**src/rtl/fpio_pkg.sv**
```systemverilog
package fpio_pkg;
   // Register byte offsets on the AXI4-Lite bus
   localparam logic [5:0] ADDR_P1_LATCH = 6'h00;
   localparam logic [5:0] ADDR_P1_DIR = 6'h04;
   localparam logic [5:0] ADDR_P2_LATCH = 6'h08;
   localparam logic [5:0] ADDR_P2_DIR = 6'h0c;
   localparam logic [5:0] ADDR_P3_LATCH = 6'h10;
   localparam logic [5:0] ADDR_P3_DIR = 6'h14;
   localparam logic [5:0] ADDR_P4_LATCH = 6'h18;
   localparam logic [5:0] ADDR_P4_DIR = 6'h1c;
   localparam logic [5:0] ADDR_P5_LATCH = 6'h20;
   localparam logic [5:0] ADDR_P5_DIR = 6'h24;
   localparam logic [5:0] ADDR_P5_ANALOG = 6'h28;
   localparam logic [5:0] ADDR_PIN_COUNT = 6'h2c;
   // Implemented-bit masks per port
   localparam logic [7:0] MASK_P1 = 8'hff;
   localparam logic [7:0] MASK_P2 = 8'hff;
   localparam logic [7:0] MASK_P3_FULL = 8'hef;
   localparam logic [7:0] MASK_P3_SMALL = 8'h8f;
   localparam logic [7:0] MASK_P4 = 8'h1f;
   localparam logic [7:0] MASK_P5 = 8'hff;
   // Reset values: all pins input, latches clear, analog blocked
   localparam logic [7:0] RESET_LATCH = 8'h00;
   localparam logic [7:0] RESET_DIR = 8'h00;
   localparam logic [7:0] RESET_ANALOG = 8'h00;
   // Port and pin totals
   localparam int NUM_PORTS = 5;
   localparam logic [7:0] PIN_TOTAL = 8'h22;
   localparam logic [1:0] RESP_OKAY = 2'h0;
   localparam logic [1:0] RESP_SLVERR = 2'h2;
endpackage

```
**src/rtl/fpio_sync.sv**
```systemverilog
`timescale 1ns/100ps
// Three-stage pin synchroniser; level accepted when stages two and three agree
module fpio_sync #(
   parameter int WIDTH = 8
) (
   // Clock and control
   input wire logic sys_clk,
   input wire logic rstn,
   input wire logic clk_en,
   // Data
   input wire logic [WIDTH-1:0] pin_in,
   output logic [WIDTH-1:0] level
);
   typedef struct packed {
      logic [WIDTH-1:0] s1;
      logic [WIDTH-1:0] s2;
      logic [WIDTH-1:0] s3;
      logic [WIDTH-1:0] lvl;
   } fpio_sync_t;
   fpio_sync_t st;
   fpio_sync_t next_st;

   // Shift chain and agreement filter
   always_comb begin
      next_st = st;
      next_st.s1 = pin_in;
      next_st.s2 = st.s1;
      next_st.s3 = st.s2;
      for (int i = 0; i < WIDTH; i++) begin
         if (st.s2[i] == st.s3[i]) begin
            next_st.lvl[i] = st.s3[i];
         end
      end
   end

   // State register
   always_ff @(posedge sys_clk) begin
      if (!rstn) begin
         st <= '0;
      end else if (clk_en) begin
         st <= next_st;
      end
   end

   assign level = st.lvl;
endmodule

```
**src/rtl/fpio_port.sv**
```systemverilog
`timescale 1ns/100ps
// One parallel port: latch, direction, pin drive and readback
module fpio_port #(
   parameter logic [7:0] MASK = 8'hff
) (
   // Clock and control
   input wire logic sys_clk,
   input wire logic rstn,
   input wire logic clk_en,
   // Register writes
   input wire logic latch_we,
   input wire logic dir_we,
   input wire logic [7:0] wdata,
   // Pins
   input wire logic [7:0] pin_in,
   output logic [7:0] pin_out,
   output logic [7:0] pin_oe,
   // Readback
   output logic [7:0] latch,
   output logic [7:0] dir,
   output logic [7:0] read_val
);
   typedef struct packed {
      logic [7:0] latch;
      logic [7:0] dir;
      logic [7:0] out;
      logic [7:0] oe;
   } fpio_port_t;
   fpio_port_t st;
   fpio_port_t next_st;
   logic [7:0] level;

   // Pin input synchroniser
   fpio_sync #(.WIDTH(8)) u_sync (
      .sys_clk(sys_clk),
      .rstn(rstn),
      .clk_en(clk_en),
      .pin_in(pin_in),
      .level(level)
   );

   // Register update and pin drive, unimplemented bits held at zero
   always_comb begin
      next_st = st;
      if (latch_we) begin
         next_st.latch = wdata & MASK;
      end
      if (dir_we) begin
         next_st.dir = wdata & MASK;
      end
      next_st.out = next_st.latch & next_st.dir;
      next_st.oe = next_st.dir;
   end

   // State register
   always_ff @(posedge sys_clk) begin
      if (!rstn) begin
         st.latch <= fpio_pkg::RESET_LATCH;
         st.dir <= fpio_pkg::RESET_DIR;
         st.out <= 8'h00;
         st.oe <= 8'h00;
      end else if (clk_en) begin
         st <= next_st;
      end
   end

   assign pin_out = st.out;
   assign pin_oe = st.oe;
   assign latch = st.latch;
   assign dir = st.dir;
   assign read_val = ((st.dir & st.latch) | (~st.dir & level)) & MASK;
endmodule

```
**src/rtl/fpio_top.sv**
```systemverilog
// The implementer's own choices: the AXI4-Lite interface to the registers and the address map.
`timescale 1ns/100ps
// Summary of operation
// - Five ports, thirty-six pins (thirty-four on the small variant), shared functions
// - Output drives latch; input pin readable
// - One direction bit per pin
// - Port 1 eight bits to pins
// - Port 2 eight bits to pins
// - Port 3 bit 4 has no pin
// - Small variant: port 3 bits 5,6 absent
// - Port 4 only bits 4..0
// - Port 5 data, direction, analog enable
// - Analog enable gates each port 5 pin
// - Pins shareable with peripheral functions
module fpio_top #(
   parameter bit SMALL_VARIANT = 1'b0
) (
   // Clock, reset and enable
   input wire logic sys_clk,
   input wire logic rstn,
   input wire logic clk_en,
   // AXI4-Lite write address
   input wire logic [5:0] s_axi_awaddr,
   input wire logic s_axi_awvalid,
   output logic s_axi_awready,
   // AXI4-Lite write data
   input wire logic [31:0] s_axi_wdata,
   input wire logic [3:0] s_axi_wstrb,
   input wire logic s_axi_wvalid,
   output logic s_axi_wready,
   // AXI4-Lite write response
   output logic [1:0] s_axi_bresp,
   output logic s_axi_bvalid,
   input wire logic s_axi_bready,
   // AXI4-Lite read address
   input wire logic [5:0] s_axi_araddr,
   input wire logic s_axi_arvalid,
   output logic s_axi_arready,
   // AXI4-Lite read data
   output logic [31:0] s_axi_rdata,
   output logic [1:0] s_axi_rresp,
   output logic s_axi_rvalid,
   input wire logic s_axi_rready,
   // Port pins, five ports of eight lanes
   input wire logic [39:0] pin_in,
   output logic [39:0] pin_out,
   output logic [39:0] pin_oe,
   // Port 5 analog input permit per pin
   output logic [7:0] analog_input_permit
);
   localparam logic [7:0] MASK_P3 = SMALL_VARIANT ? fpio_pkg::MASK_P3_SMALL : fpio_pkg::MASK_P3_FULL;

   typedef struct packed {
      logic aw_full;
      logic [5:0] aw_addr;
      logic w_full;
      logic [31:0] w_data;
      logic [3:0] w_strb;
      logic bvalid;
      logic [1:0] bresp;
      logic rvalid;
      logic [31:0] rdata;
      logic [1:0] rresp;
      logic [7:0] analog;
      logic awready;
      logic wready;
      logic arready;
   } fpio_top_t;
   fpio_top_t st;
   fpio_top_t next_st;

   logic [4:0] latch_we;
   logic [4:0] dir_we;
   logic [39:0] dir_all;
   logic [39:0] read_all;
   logic [39:0] port_out;
   logic [39:0] port_oe;
   logic wr_go;
   logic wr_ok;
   logic [7:0] wbyte;

   fpio_port #(.MASK(fpio_pkg::MASK_P1)) u_port1 (
      .sys_clk(sys_clk),
      .rstn(rstn),
      .clk_en(clk_en),
      .latch_we(latch_we[0]),
      .dir_we(dir_we[0]),
      .wdata(wbyte),
      .pin_in(pin_in[7:0]),
      .pin_out(port_out[7:0]),
      .pin_oe(port_oe[7:0]),
      .latch(),
      .dir(dir_all[7:0]),
      .read_val(read_all[7:0])
   );

   fpio_port #(.MASK(fpio_pkg::MASK_P2)) u_port2 (
      .sys_clk(sys_clk),
      .rstn(rstn),
      .clk_en(clk_en),
      .latch_we(latch_we[1]),
      .dir_we(dir_we[1]),
      .wdata(wbyte),
      .pin_in(pin_in[15:8]),
      .pin_out(port_out[15:8]),
      .pin_oe(port_oe[15:8]),
      .latch(),
      .dir(dir_all[15:8]),
      .read_val(read_all[15:8])
   );

   fpio_port #(.MASK(MASK_P3)) u_port3 (
      .sys_clk(sys_clk),
      .rstn(rstn),
      .clk_en(clk_en),
      .latch_we(latch_we[2]),
      .dir_we(dir_we[2]),
      .wdata(wbyte),
      .pin_in(pin_in[23:16]),
      .pin_out(port_out[23:16]),
      .pin_oe(port_oe[23:16]),
      .latch(),
      .dir(dir_all[23:16]),
      .read_val(read_all[23:16])
   );

   fpio_port #(.MASK(fpio_pkg::MASK_P4)) u_port4 (
      .sys_clk(sys_clk),
      .rstn(rstn),
      .clk_en(clk_en),
      .latch_we(latch_we[3]),
      .dir_we(dir_we[3]),
      .wdata(wbyte),
      .pin_in(pin_in[31:24]),
      .pin_out(port_out[31:24]),
      .pin_oe(port_oe[31:24]),
      .latch(),
      .dir(dir_all[31:24]),
      .read_val(read_all[31:24])
   );

   fpio_port #(.MASK(fpio_pkg::MASK_P5)) u_port5 (
      .sys_clk(sys_clk),
      .rstn(rstn),
      .clk_en(clk_en),
      .latch_we(latch_we[4]),
      .dir_we(dir_we[4]),
      .wdata(wbyte),
      .pin_in(pin_in[39:32]),
      .pin_out(port_out[39:32]),
      .pin_oe(port_oe[39:32]),
      .latch(),
      .dir(dir_all[39:32]),
      .read_val(read_all[39:32])
   );

   // pins free for sharing
   // Port outputs are already masked flip-flops
   assign pin_out = port_out;
   assign pin_oe = port_oe;

   // Write is performed when address and data are both held and response free
   assign wr_go = st.aw_full && st.w_full && !st.bvalid;
   assign wr_ok = st.w_strb[0];
   assign wbyte = st.w_data[7:0];

   // Write address decode into per-port strobes
   always_comb begin
      latch_we = 5'h00;
      dir_we = 5'h00;
      if (wr_go && wr_ok) begin
         if (st.aw_addr == fpio_pkg::ADDR_P1_LATCH) begin
            latch_we[0] = 1'b1;
         end else if (st.aw_addr == fpio_pkg::ADDR_P1_DIR) begin
            dir_we[0] = 1'b1;
         end else if (st.aw_addr == fpio_pkg::ADDR_P2_LATCH) begin
            latch_we[1] = 1'b1;
         end else if (st.aw_addr == fpio_pkg::ADDR_P2_DIR) begin
            dir_we[1] = 1'b1;
         end else if (st.aw_addr == fpio_pkg::ADDR_P3_LATCH) begin
            latch_we[2] = 1'b1;
         end else if (st.aw_addr == fpio_pkg::ADDR_P3_DIR) begin
            dir_we[2] = 1'b1;
         end else if (st.aw_addr == fpio_pkg::ADDR_P4_LATCH) begin
            latch_we[3] = 1'b1;
         end else if (st.aw_addr == fpio_pkg::ADDR_P4_DIR) begin
            dir_we[3] = 1'b1;
         end else if (st.aw_addr == fpio_pkg::ADDR_P5_LATCH) begin
            latch_we[4] = 1'b1;
         end else if (st.aw_addr == fpio_pkg::ADDR_P5_DIR) begin
            dir_we[4] = 1'b1;
         end
      end
   end

   // Bus channel handling and register file
   always_comb begin
      logic mapped_w;
      logic [31:0] rd;
      logic hit;
      mapped_w = 1'b0;
      rd = 32'h0000_0000;
      hit = 1'b1;
      next_st = st;
      // Capture address and data independently
      if (s_axi_awvalid && !st.aw_full) begin
         next_st.aw_full = 1'b1;
         next_st.aw_addr = {s_axi_awaddr[5:2], 2'h0};
      end
      if (s_axi_wvalid && !st.w_full) begin
         next_st.w_full = 1'b1;
         next_st.w_data = s_axi_wdata;
         next_st.w_strb = s_axi_wstrb;
      end
      if (wr_go) begin
         mapped_w = (st.aw_addr <= fpio_pkg::ADDR_P5_ANALOG) || (st.aw_addr == fpio_pkg::ADDR_PIN_COUNT);
         if (st.aw_addr == fpio_pkg::ADDR_P5_ANALOG && wr_ok) begin
            next_st.analog = wbyte & fpio_pkg::MASK_P5;
         end
         next_st.aw_full = 1'b0;
         next_st.w_full = 1'b0;
         next_st.bvalid = 1'b1;
         next_st.bresp = mapped_w ? fpio_pkg::RESP_OKAY : fpio_pkg::RESP_SLVERR;
      end
      if (st.bvalid && s_axi_bready) begin
         next_st.bvalid = 1'b0;
      end
      // Read decode
      if (s_axi_arvalid && !st.rvalid) begin
         if ({s_axi_araddr[5:2], 2'h0} == fpio_pkg::ADDR_P1_LATCH) begin
            rd[7:0] = read_all[7:0];
         end else if ({s_axi_araddr[5:2], 2'h0} == fpio_pkg::ADDR_P1_DIR) begin
            rd[7:0] = dir_all[7:0];
         end else if ({s_axi_araddr[5:2], 2'h0} == fpio_pkg::ADDR_P2_LATCH) begin
            rd[7:0] = read_all[15:8];
         end else if ({s_axi_araddr[5:2], 2'h0} == fpio_pkg::ADDR_P2_DIR) begin
            rd[7:0] = dir_all[15:8];
         end else if ({s_axi_araddr[5:2], 2'h0} == fpio_pkg::ADDR_P3_LATCH) begin
            rd[7:0] = read_all[23:16];
         end else if ({s_axi_araddr[5:2], 2'h0} == fpio_pkg::ADDR_P3_DIR) begin
            rd[7:0] = dir_all[23:16];
         end else if ({s_axi_araddr[5:2], 2'h0} == fpio_pkg::ADDR_P4_LATCH) begin
            rd[7:0] = read_all[31:24];
         end else if ({s_axi_araddr[5:2], 2'h0} == fpio_pkg::ADDR_P4_DIR) begin
            rd[7:0] = dir_all[31:24];
         end else if ({s_axi_araddr[5:2], 2'h0} == fpio_pkg::ADDR_P5_LATCH) begin
            rd[7:0] = read_all[39:32];
         end else if ({s_axi_araddr[5:2], 2'h0} == fpio_pkg::ADDR_P5_DIR) begin
            rd[7:0] = dir_all[39:32];
         end else if ({s_axi_araddr[5:2], 2'h0} == fpio_pkg::ADDR_P5_ANALOG) begin
            rd[7:0] = st.analog;
         end else if ({s_axi_araddr[5:2], 2'h0} == fpio_pkg::ADDR_PIN_COUNT) begin
            // Usable pin count, read only
            rd[7:0] = SMALL_VARIANT ? fpio_pkg::PIN_TOTAL : fpio_pkg::PIN_TOTAL + 8'h02;
         end else begin
            hit = 1'b0;
         end
         next_st.rvalid = 1'b1;
         next_st.rdata = rd;
         next_st.rresp = hit ? fpio_pkg::RESP_OKAY : fpio_pkg::RESP_SLVERR;
      end else if (st.rvalid && s_axi_rready) begin
         next_st.rvalid = 1'b0;
      end
      // Ready flags kept in flip-flops, high while the holding slot is free
      next_st.awready = !next_st.aw_full;
      next_st.wready = !next_st.w_full;
      next_st.arready = !next_st.rvalid;
   end

   // State register
   always_ff @(posedge sys_clk) begin
      if (!rstn) begin
         st <= '0;
         st.analog <= fpio_pkg::RESET_ANALOG;
         st.awready <= 1'b1;
         st.wready <= 1'b1;
         st.arready <= 1'b1;
      end else if (clk_en) begin
         st <= next_st;
      end
   end

   // Bus outputs from flip-flops; ready reflects empty holding slot
   assign s_axi_awready = st.awready;
   assign s_axi_wready = st.wready;
   assign s_axi_bvalid = st.bvalid;
   assign s_axi_bresp = st.bresp;
   assign s_axi_arready = st.arready;
   assign s_axi_rvalid = st.rvalid;
   assign s_axi_rdata = st.rdata;
   assign s_axi_rresp = st.rresp;
   assign analog_input_permit = st.analog;
endmodule

```
**config.mk**
```make
export PLATFORM = sky130hd
export DESIGN_NAME = fpio_top
export DESIGN_NICKNAME = d
export VERILOG_FILES = /design/src/rtl/fpio_pkg.sv /design/src/rtl/fpio_sync.sv /design/src/rtl/fpio_port.sv /design/src/rtl/fpio_top.sv
export SDC_FILE = /design/constraint.sdc
export NUM_CORES = 1
export LEC_CHECK = 0
export BUFFER_PORTS_ARGS = -buffer_cell sky130_fd_sc_hd__buf_4
export CAP_MARGIN = 25
export CORE_MARGIN = 4
export CORE_UTILIZATION = 47
export CTS_CLUSTER_SIZE = 20
export DETAILED_ROUTE_END_ITERATION = 6
export PLACE_DENSITY_LB_ADDON = 0.05
export SYNTH_ARGS = -nofsm -noshare
export SYNTH_HDL_FRONTEND = slang
export SYNTH_SLANG_ARGS = --single-unit
```
**constraint.sdc**
```tcl
create_clock -name sys_clk -period 2.15 [get_ports sys_clk]
set_clock_uncertainty 0.1 [all_clocks]
set_input_delay 0.215 -clock sys_clk [delete_from_list [all_inputs] [get_ports sys_clk]]
set_output_delay 0.215 -clock sys_clk [all_outputs]
set_load 0.005 [all_outputs]
```
* Word-level counts from Yosys, hierarchy flattened
Index checks and enable logic that the tools add are counted.
** Cells by class
- Magnitude comparators :: 1
- Equal/unequal tests :: 59
- Mux-type cells :: 74
- Bitwise logic cells :: 25
- Reductions and logical operators :: 63
** Operators by type and width (number)
- $mux W8 :: 21
- $and A8 B8 Y8 :: 13
- $reduce_and A2 Y1 :: 42
- $eq A1 B1 Y1 :: 37
- $mux W37 :: 1
- $eq A4 B3 Y1 const B :: 8
- $eq A4 B4 Y1 const B :: 8
- $mux W1 :: 32
- $not A8 Y8 :: 4
- $or A8 B8 Y8 :: 4
- $eq A4 B2 Y1 const B :: 4
- $mux W4 :: 4
- $mux W3 :: 5
- $mux W5 :: 3
- $mux W2 :: 6
- $and A5 B5 Y5 :: 2
- $logic_and A1 B1 Y1 :: 9
- $eq A4 B1 Y1 const B :: 2
- $logic_not A1 Y1 :: 7
- $mux W7 :: 1
- $le A6 B6 Y1 const B :: 1
- $logic_not A6 Y1 :: 1
- $mux W6 :: 1
- $not A5 Y5 :: 1
- 5 further kinds :: 5
** Storage, ports and cells
- Register bits after elaboration :: 344
- Bits of input ports :: 96

* Longest topological paths before layout
- Depth in word-level cells :: 15
- Mapped depth :: 8

* Cells and area by module
Synthesis repeated with hierarchy kept, for this count alone.
** Second synthesis, totals
- Cell total of the unflattened synthesis :: 1706
- Area total of the unflattened synthesis :: 16433.3 µm²
** By module, submodules not included
- fpio_sync :: times used 5, cells each 138, area each 1462.7 µm²
- fpio_port at u_port1 ... :: times used 3, cells each 132, area each 1317.5 µm²
- fpio_top :: times used 1, cells each 375, area each 2952.8 µm²
- fpio_port at u_port3 :: times used 1, cells each 128, area each 1109.8 µm²
- fpio_port at u_port4 :: times used 1, cells each 117, area each 1104.8 µm²

* Least setup slack after synthesis
No wires, ideal clock.
- Path type :: reg2reg
- Start point :: register st, in the netlist s_axi_bvalid
- End point :: register u_port3.st, in the netlist u_port3.pin_out[6]
- Library setup time :: 0.132 ns
- Data arrival time :: 1.533 ns
- Setup slack :: 0.384 ns
- Cell stages (with the launch flop) :: 7
- Period minus slack after synthesis :: 1.766 ns
- Cell sequence :: dfxtp_1 -> nand4bb_1 -> nor3_1 -> clkbuf_1 -> nor2_1 -> a31oi_1 -> a21oi_1
** On the way
- Cells in the longest elaborated chain, start to end :: 6
- Elaborated cells on any way between the ends :: 8
- Those cells by class :: mux: 4; bitwise: 1; reduce/logical: 3
** Ends and longest elaborated chain
- start: declaration :: line fpio_top.sv:69 : fpio_top_t st;
- start signal: assignment :: line fpio_top.sv:279 : st <= next_st;
- $logic_not A1 Y1 (*) :: line fpio_top.sv:163 : assign wr_go = st.aw_full && st.w_full && !st.bvalid;
- $logic_and A1 B1 Y1 (*) :: line fpio_top.sv:163
- $logic_and A1 B1 Y1 (*) :: line fpio_top.sv:171 : if (wr_go && wr_ok) begin
- $mux W5 :: line fpio_top.sv:171
- $mux W8 (on tied branches) :: line fpio_port.sv:45, fpio_port.sv:48
- $and A8 B8 Y8 (*) :: line fpio_port.sv:51 : next_st.out = next_st.latch & next_st.dir;
- end signal: assignment :: line fpio_port.sv:63 : st <= next_st;
- end: declaration :: line fpio_port.sv:29 : fpio_port_t st;
Every way passes the cells marked *; elsewhere a longest branch is shown, timed or not.
A chain may end at the register's enable or synchronous reset.

* Final worst setup path
- Start point :: register st[89] (netlist bit)
- End point :: register u_port4.st, in the netlist u_port4.pin_out[2]
** On the way
- Cells in the longest elaborated chain, start to end :: 12
- Elaborated cells on any way between the ends :: 28
- Those cells by class :: eq/ne: 7; mux: 19; bitwise: 1; reduce/logical: 1
** Ends and longest elaborated chain
- $eq A4 B3 Y1 :: line fpio_top.sv:186 : end else if (st.aw_addr == fpio_pkg::ADDR_P4_DIR) begin
- $mux W1 :: line fpio_top.sv:186
- $mux W2 :: line fpio_top.sv:184 : end else if (st.aw_addr == fpio_pkg::ADDR_P4_LATCH) begin
- $mux W2 :: line fpio_top.sv:182 : end else if (st.aw_addr == fpio_pkg::ADDR_P3_DIR) begin
- $mux W3 :: line fpio_top.sv:180 : end else if (st.aw_addr == fpio_pkg::ADDR_P3_LATCH) begin
- $mux W3 :: line fpio_top.sv:178 : end else if (st.aw_addr == fpio_pkg::ADDR_P2_DIR) begin
- $mux W4 :: line fpio_top.sv:176 : end else if (st.aw_addr == fpio_pkg::ADDR_P2_LATCH) begin
- $mux W4 :: line fpio_top.sv:174 : end else if (st.aw_addr == fpio_pkg::ADDR_P1_DIR) begin
- $mux W5 :: line fpio_top.sv:172 : if (st.aw_addr == fpio_pkg::ADDR_P1_LATCH) begin
- $mux W5 :: line fpio_top.sv:171
- $mux W8 :: line fpio_port.sv:48 : if (dir_we) begin
- $and A8 B8 Y8 (*) :: line fpio_port.sv:51
- end signal: assignment :: line fpio_port.sv:63
- end: declaration :: line fpio_port.sv:29
Marked as above.

==> results.sh <==
export IMPL_die_h_um=180
export IMPL_dieArea_mm2=0.0326
export IMPL_dp_slack_ps=214
export IMPL_clockBufferDepth=3
export IMPL_netlist_area_leader_share=0.433
export IMPL_clockRootBuffer="clkbuf_16"
export IMPL_p_total_mw=12.9
export IMPL_powerDensity_mw_per_mm2=750
export IMPL_nets=1786
export IMPL_final_layout_size_suffix_gt1_frac=0.182
export IMPL_crit_required_ps=2500
export IMPL_num_rows=62
export IMPL_hold_violations=0
export IMPL_worstSetupPathType="register to register"
export IMPL_dieWidth_um=180
export IMPL_io_pins=225
export IMPL_cts_sinks=302
export IMPL_maxCapViolations=0
export IMPL_final_cell_mix="301 x dfxtp_1, 207 x buf_4, 196 x nor2b_1"
export IMPL_fmax_mhz=497
export IMPL_worst_slack_ps=139
export IMPL_leakage_nw=6.74
export IMPL_critical_path_buf_inv_count=1
export IMPL_postLayoutCoreUtil=0.592
export IMPL_clk_latency_ps=520
export IMPL_antenna_found_initial=0
export IMPL_dr_first_iter_drc_count=734
export IMPL_syn_to_final_growth_pct=22.9
export IMPL_hp_class="input pin to register"
export IMPL_fin_cells=2101
export IMPL_arrival_ps=2360
export IMPL_cts_tree="done"
export IMPL_drc_errors=0
export IMPL_routed_wl_um=39700
export IMPL_syn_inst=1513
export IMPL_rsz0062_at_grt="no"
export IMPL_ys_ff_latch=302
export IMPL_syn_avg_cell_area_um2=9.24
export IMPL_layout_commonest_cell="dfxtp_1"
export IMPL_place_gp_congestion=0.926
export IMPL_tns_ps=0
export IMPL_min_period_ps=2010
export IMPL_first_pass_iters=5
export IMPL_netlist_area_mm2=0.0140
export IMPL_worst_slew_pin_slew_ps=779
export IMPL_slowest_delay_ps=680
export IMPL_detail_route_vias_per_cell=5.40
export IMPL_dp_hpwl_um=27300
export IMPL_synth_largest_area_cell="dfxtp_1"
export IMPL_timing_slew_headroom=0.481
export IMPL_slowest_stage="or3_1"
export IMPL_endpoint_kind="register"
export IMPL_place_inst=1981
export IMPL_overflow=0
export IMPL_ant_nets=0
export IMPL_grt_usage=0.232
export IMPL_grt_pass1_vias=10694
export IMPL_grt_max_degree=111
export IMPL_synth_edf_count=0
export IMPL_yosys_top_cells_area="dfxtp_1 43%, mux2i_1 14%, nor2b_1 8.8%, o21ai_0 4.7%, a21boi_0 3.1%"
export IMPL_fin_hold_ws_ps=46.2
export IMPL_ys_types=55
export IMPL_numCtsBuffers=35
export IMPL_drt_wirelength_per_cell_um=18.9
export IMPL_path_max_fanout=13
export IMPL_portBuffers=163
export IMPL_run_status="finished clean"
export IMPL_grt_first_pass_wirelength_um=61400
export IMPL_maxSlewViolCount=0
export IMPL_post_dp_cell_area_mm2=0.0154
export IMPL_cts_htree_levels=2
export IMPL_ir_drop_v=0.000581
export IMPL_ys_seq_area_frac=0.433
export IMPL_start_util=0.482
export IMPL_setup_viol=0
export IMPL_cts_resized=0
export IMPL_vias=11352
export IMPL_synth_ff_type="dfxtp_1"
export IMPL_async_flop_share=0
export IMPL_cp_start_kind="register"
export IMPL_clk_pin_slew_worst_paths_ps=60
export IMPL_finalInstanceArea_mm2=0.0172
export IMPL_crit_chain="inv_1 > or3_1 > nor3b_1 > a31oi_1 > a21oi_1"
export IMPL_path_delay_family="simple AND/OR/NAND/NOR gates"
export IMPL_synth_warnings=0
export IMPL_fin_crit_sh=0.935
export IMPL_core_mm2=0.0290
-- what timing repair did --
action,CTS,global route
setup buffers,0,0
hold buffers,56,0
endpoints found under the hold margin,60,0
-- synth_stat cells (3+ instances only) --
library cell,count
a211oi_1,4
a21boi_0,58
a21o_1,8
a21oi_1,57
a221oi_1,7
a31oi_1,30
a32oi_1,6
and2_1,27
and3_1,10
buf_2,21
buf_4,44
clkbuf_1,85
dfxtp_1,302
inv_1,16
mux2_2,23
mux2i_1,191
nand2_1,95
nand2b_1,17
nand3_1,19
nand3b_1,4
nand4_1,4
nor2_1,28
nor2_2,6
nor2b_1,196
nor3_1,6
nor3b_1,15
o211a_1,9
o211ai_1,13
o21a_1,29
o21ai_0,132
o221ai_1,5
o22ai_1,6
o311ai_0,3
or2_2,5
or3_1,4
-- cells by family (layout without fill, tap and decap cells) --
logic type / after synthesis / after routing / synth area share
AO/OA/AOI/OAI: 381 / 381 / 0.172
buffers and inverters: 169 / 347 / 0.0592
flip-flops: 302 / 302 / 0.433
multiplexers: 214 / 214 / 0.155
other: 1 / 27 / 0.000268
AND/OR/NAND/NOR: 446 / 446 / 0.180
-- area by class of cell --
class                           count  area (um2)
Antenna cell                        1        2.50
Clock buffer                       48        1010
Clock inverter                     15         173
Fill cell                        2554       11800
Inverter                           16        60.1
Multi-Input combinational cell   1067        7200
Sequential cell                   302        6050
Tap cell                          384         480
Timing Repair Buffer              268        2200
-- layer usage --
| layer | wire length [um] | share of wire | global-route usage |
|---|---|---|---|
| met1 | 19200 | 0.48 | 0.336 |
| met2 | 17300 | 0.44 | 0.359 |
| met3 | 2080 | 0.052 | 0.0341 |
| met4 | 1110 | 0.028 | 0.0693 |
| met5 | 0 | 0 | 0 |
-- state kept, by name, indices dropped and copies added, names as in the netlist, 10 cells and up --
register and cells:
st 15, u_port1.u_sync.next_st 16, u_port2.u_sync.next_st 16, u_port3.u_sync.next_st 14, u_port4.u_sync.next_st 10, u_port5.u_sync.next_st 16
-- power by group --
| group | internal, mW | switching (mW) | total (mW) |
|---|---|---|---|
| Sequential | 5.73 | 0.114 | 5.84 |
| Clock | 3.69 | 2.40 | 6.09 |
| Combinational | 0.479 | 0.471 | 0.951 |
-- path summary, 6_finish.rpt --
| kind | from | end | slack, ps | cells after the start |
|---|---|---|---|---|
| max | st[89] | u_port4.pin_out[2] | 140 | 5 |
| min | s_axi_araddr[4] | s_axi_rresp[1] | 50 | 3 |
| max reg2reg | st[89] | u_port4.pin_out[2] | 140 | 5 |
| min reg2reg | u_port3.latch[4] | u_port3.latch[4] | 350 | 2 |
-- worst register-to-register path, delay by kind of cell (launching register included) --
| family | cells | cell delay, ps |
|---|---|---|
| buffers and inverters | 1 | 160 |
| AO/OA/AOI/OAI | 2 | 240 |
| flip-flops | 1 | 470 |
| AND/OR/NAND/NOR | 2 | 970 |
Note: power is estimated with default switching activity, not from simulation.
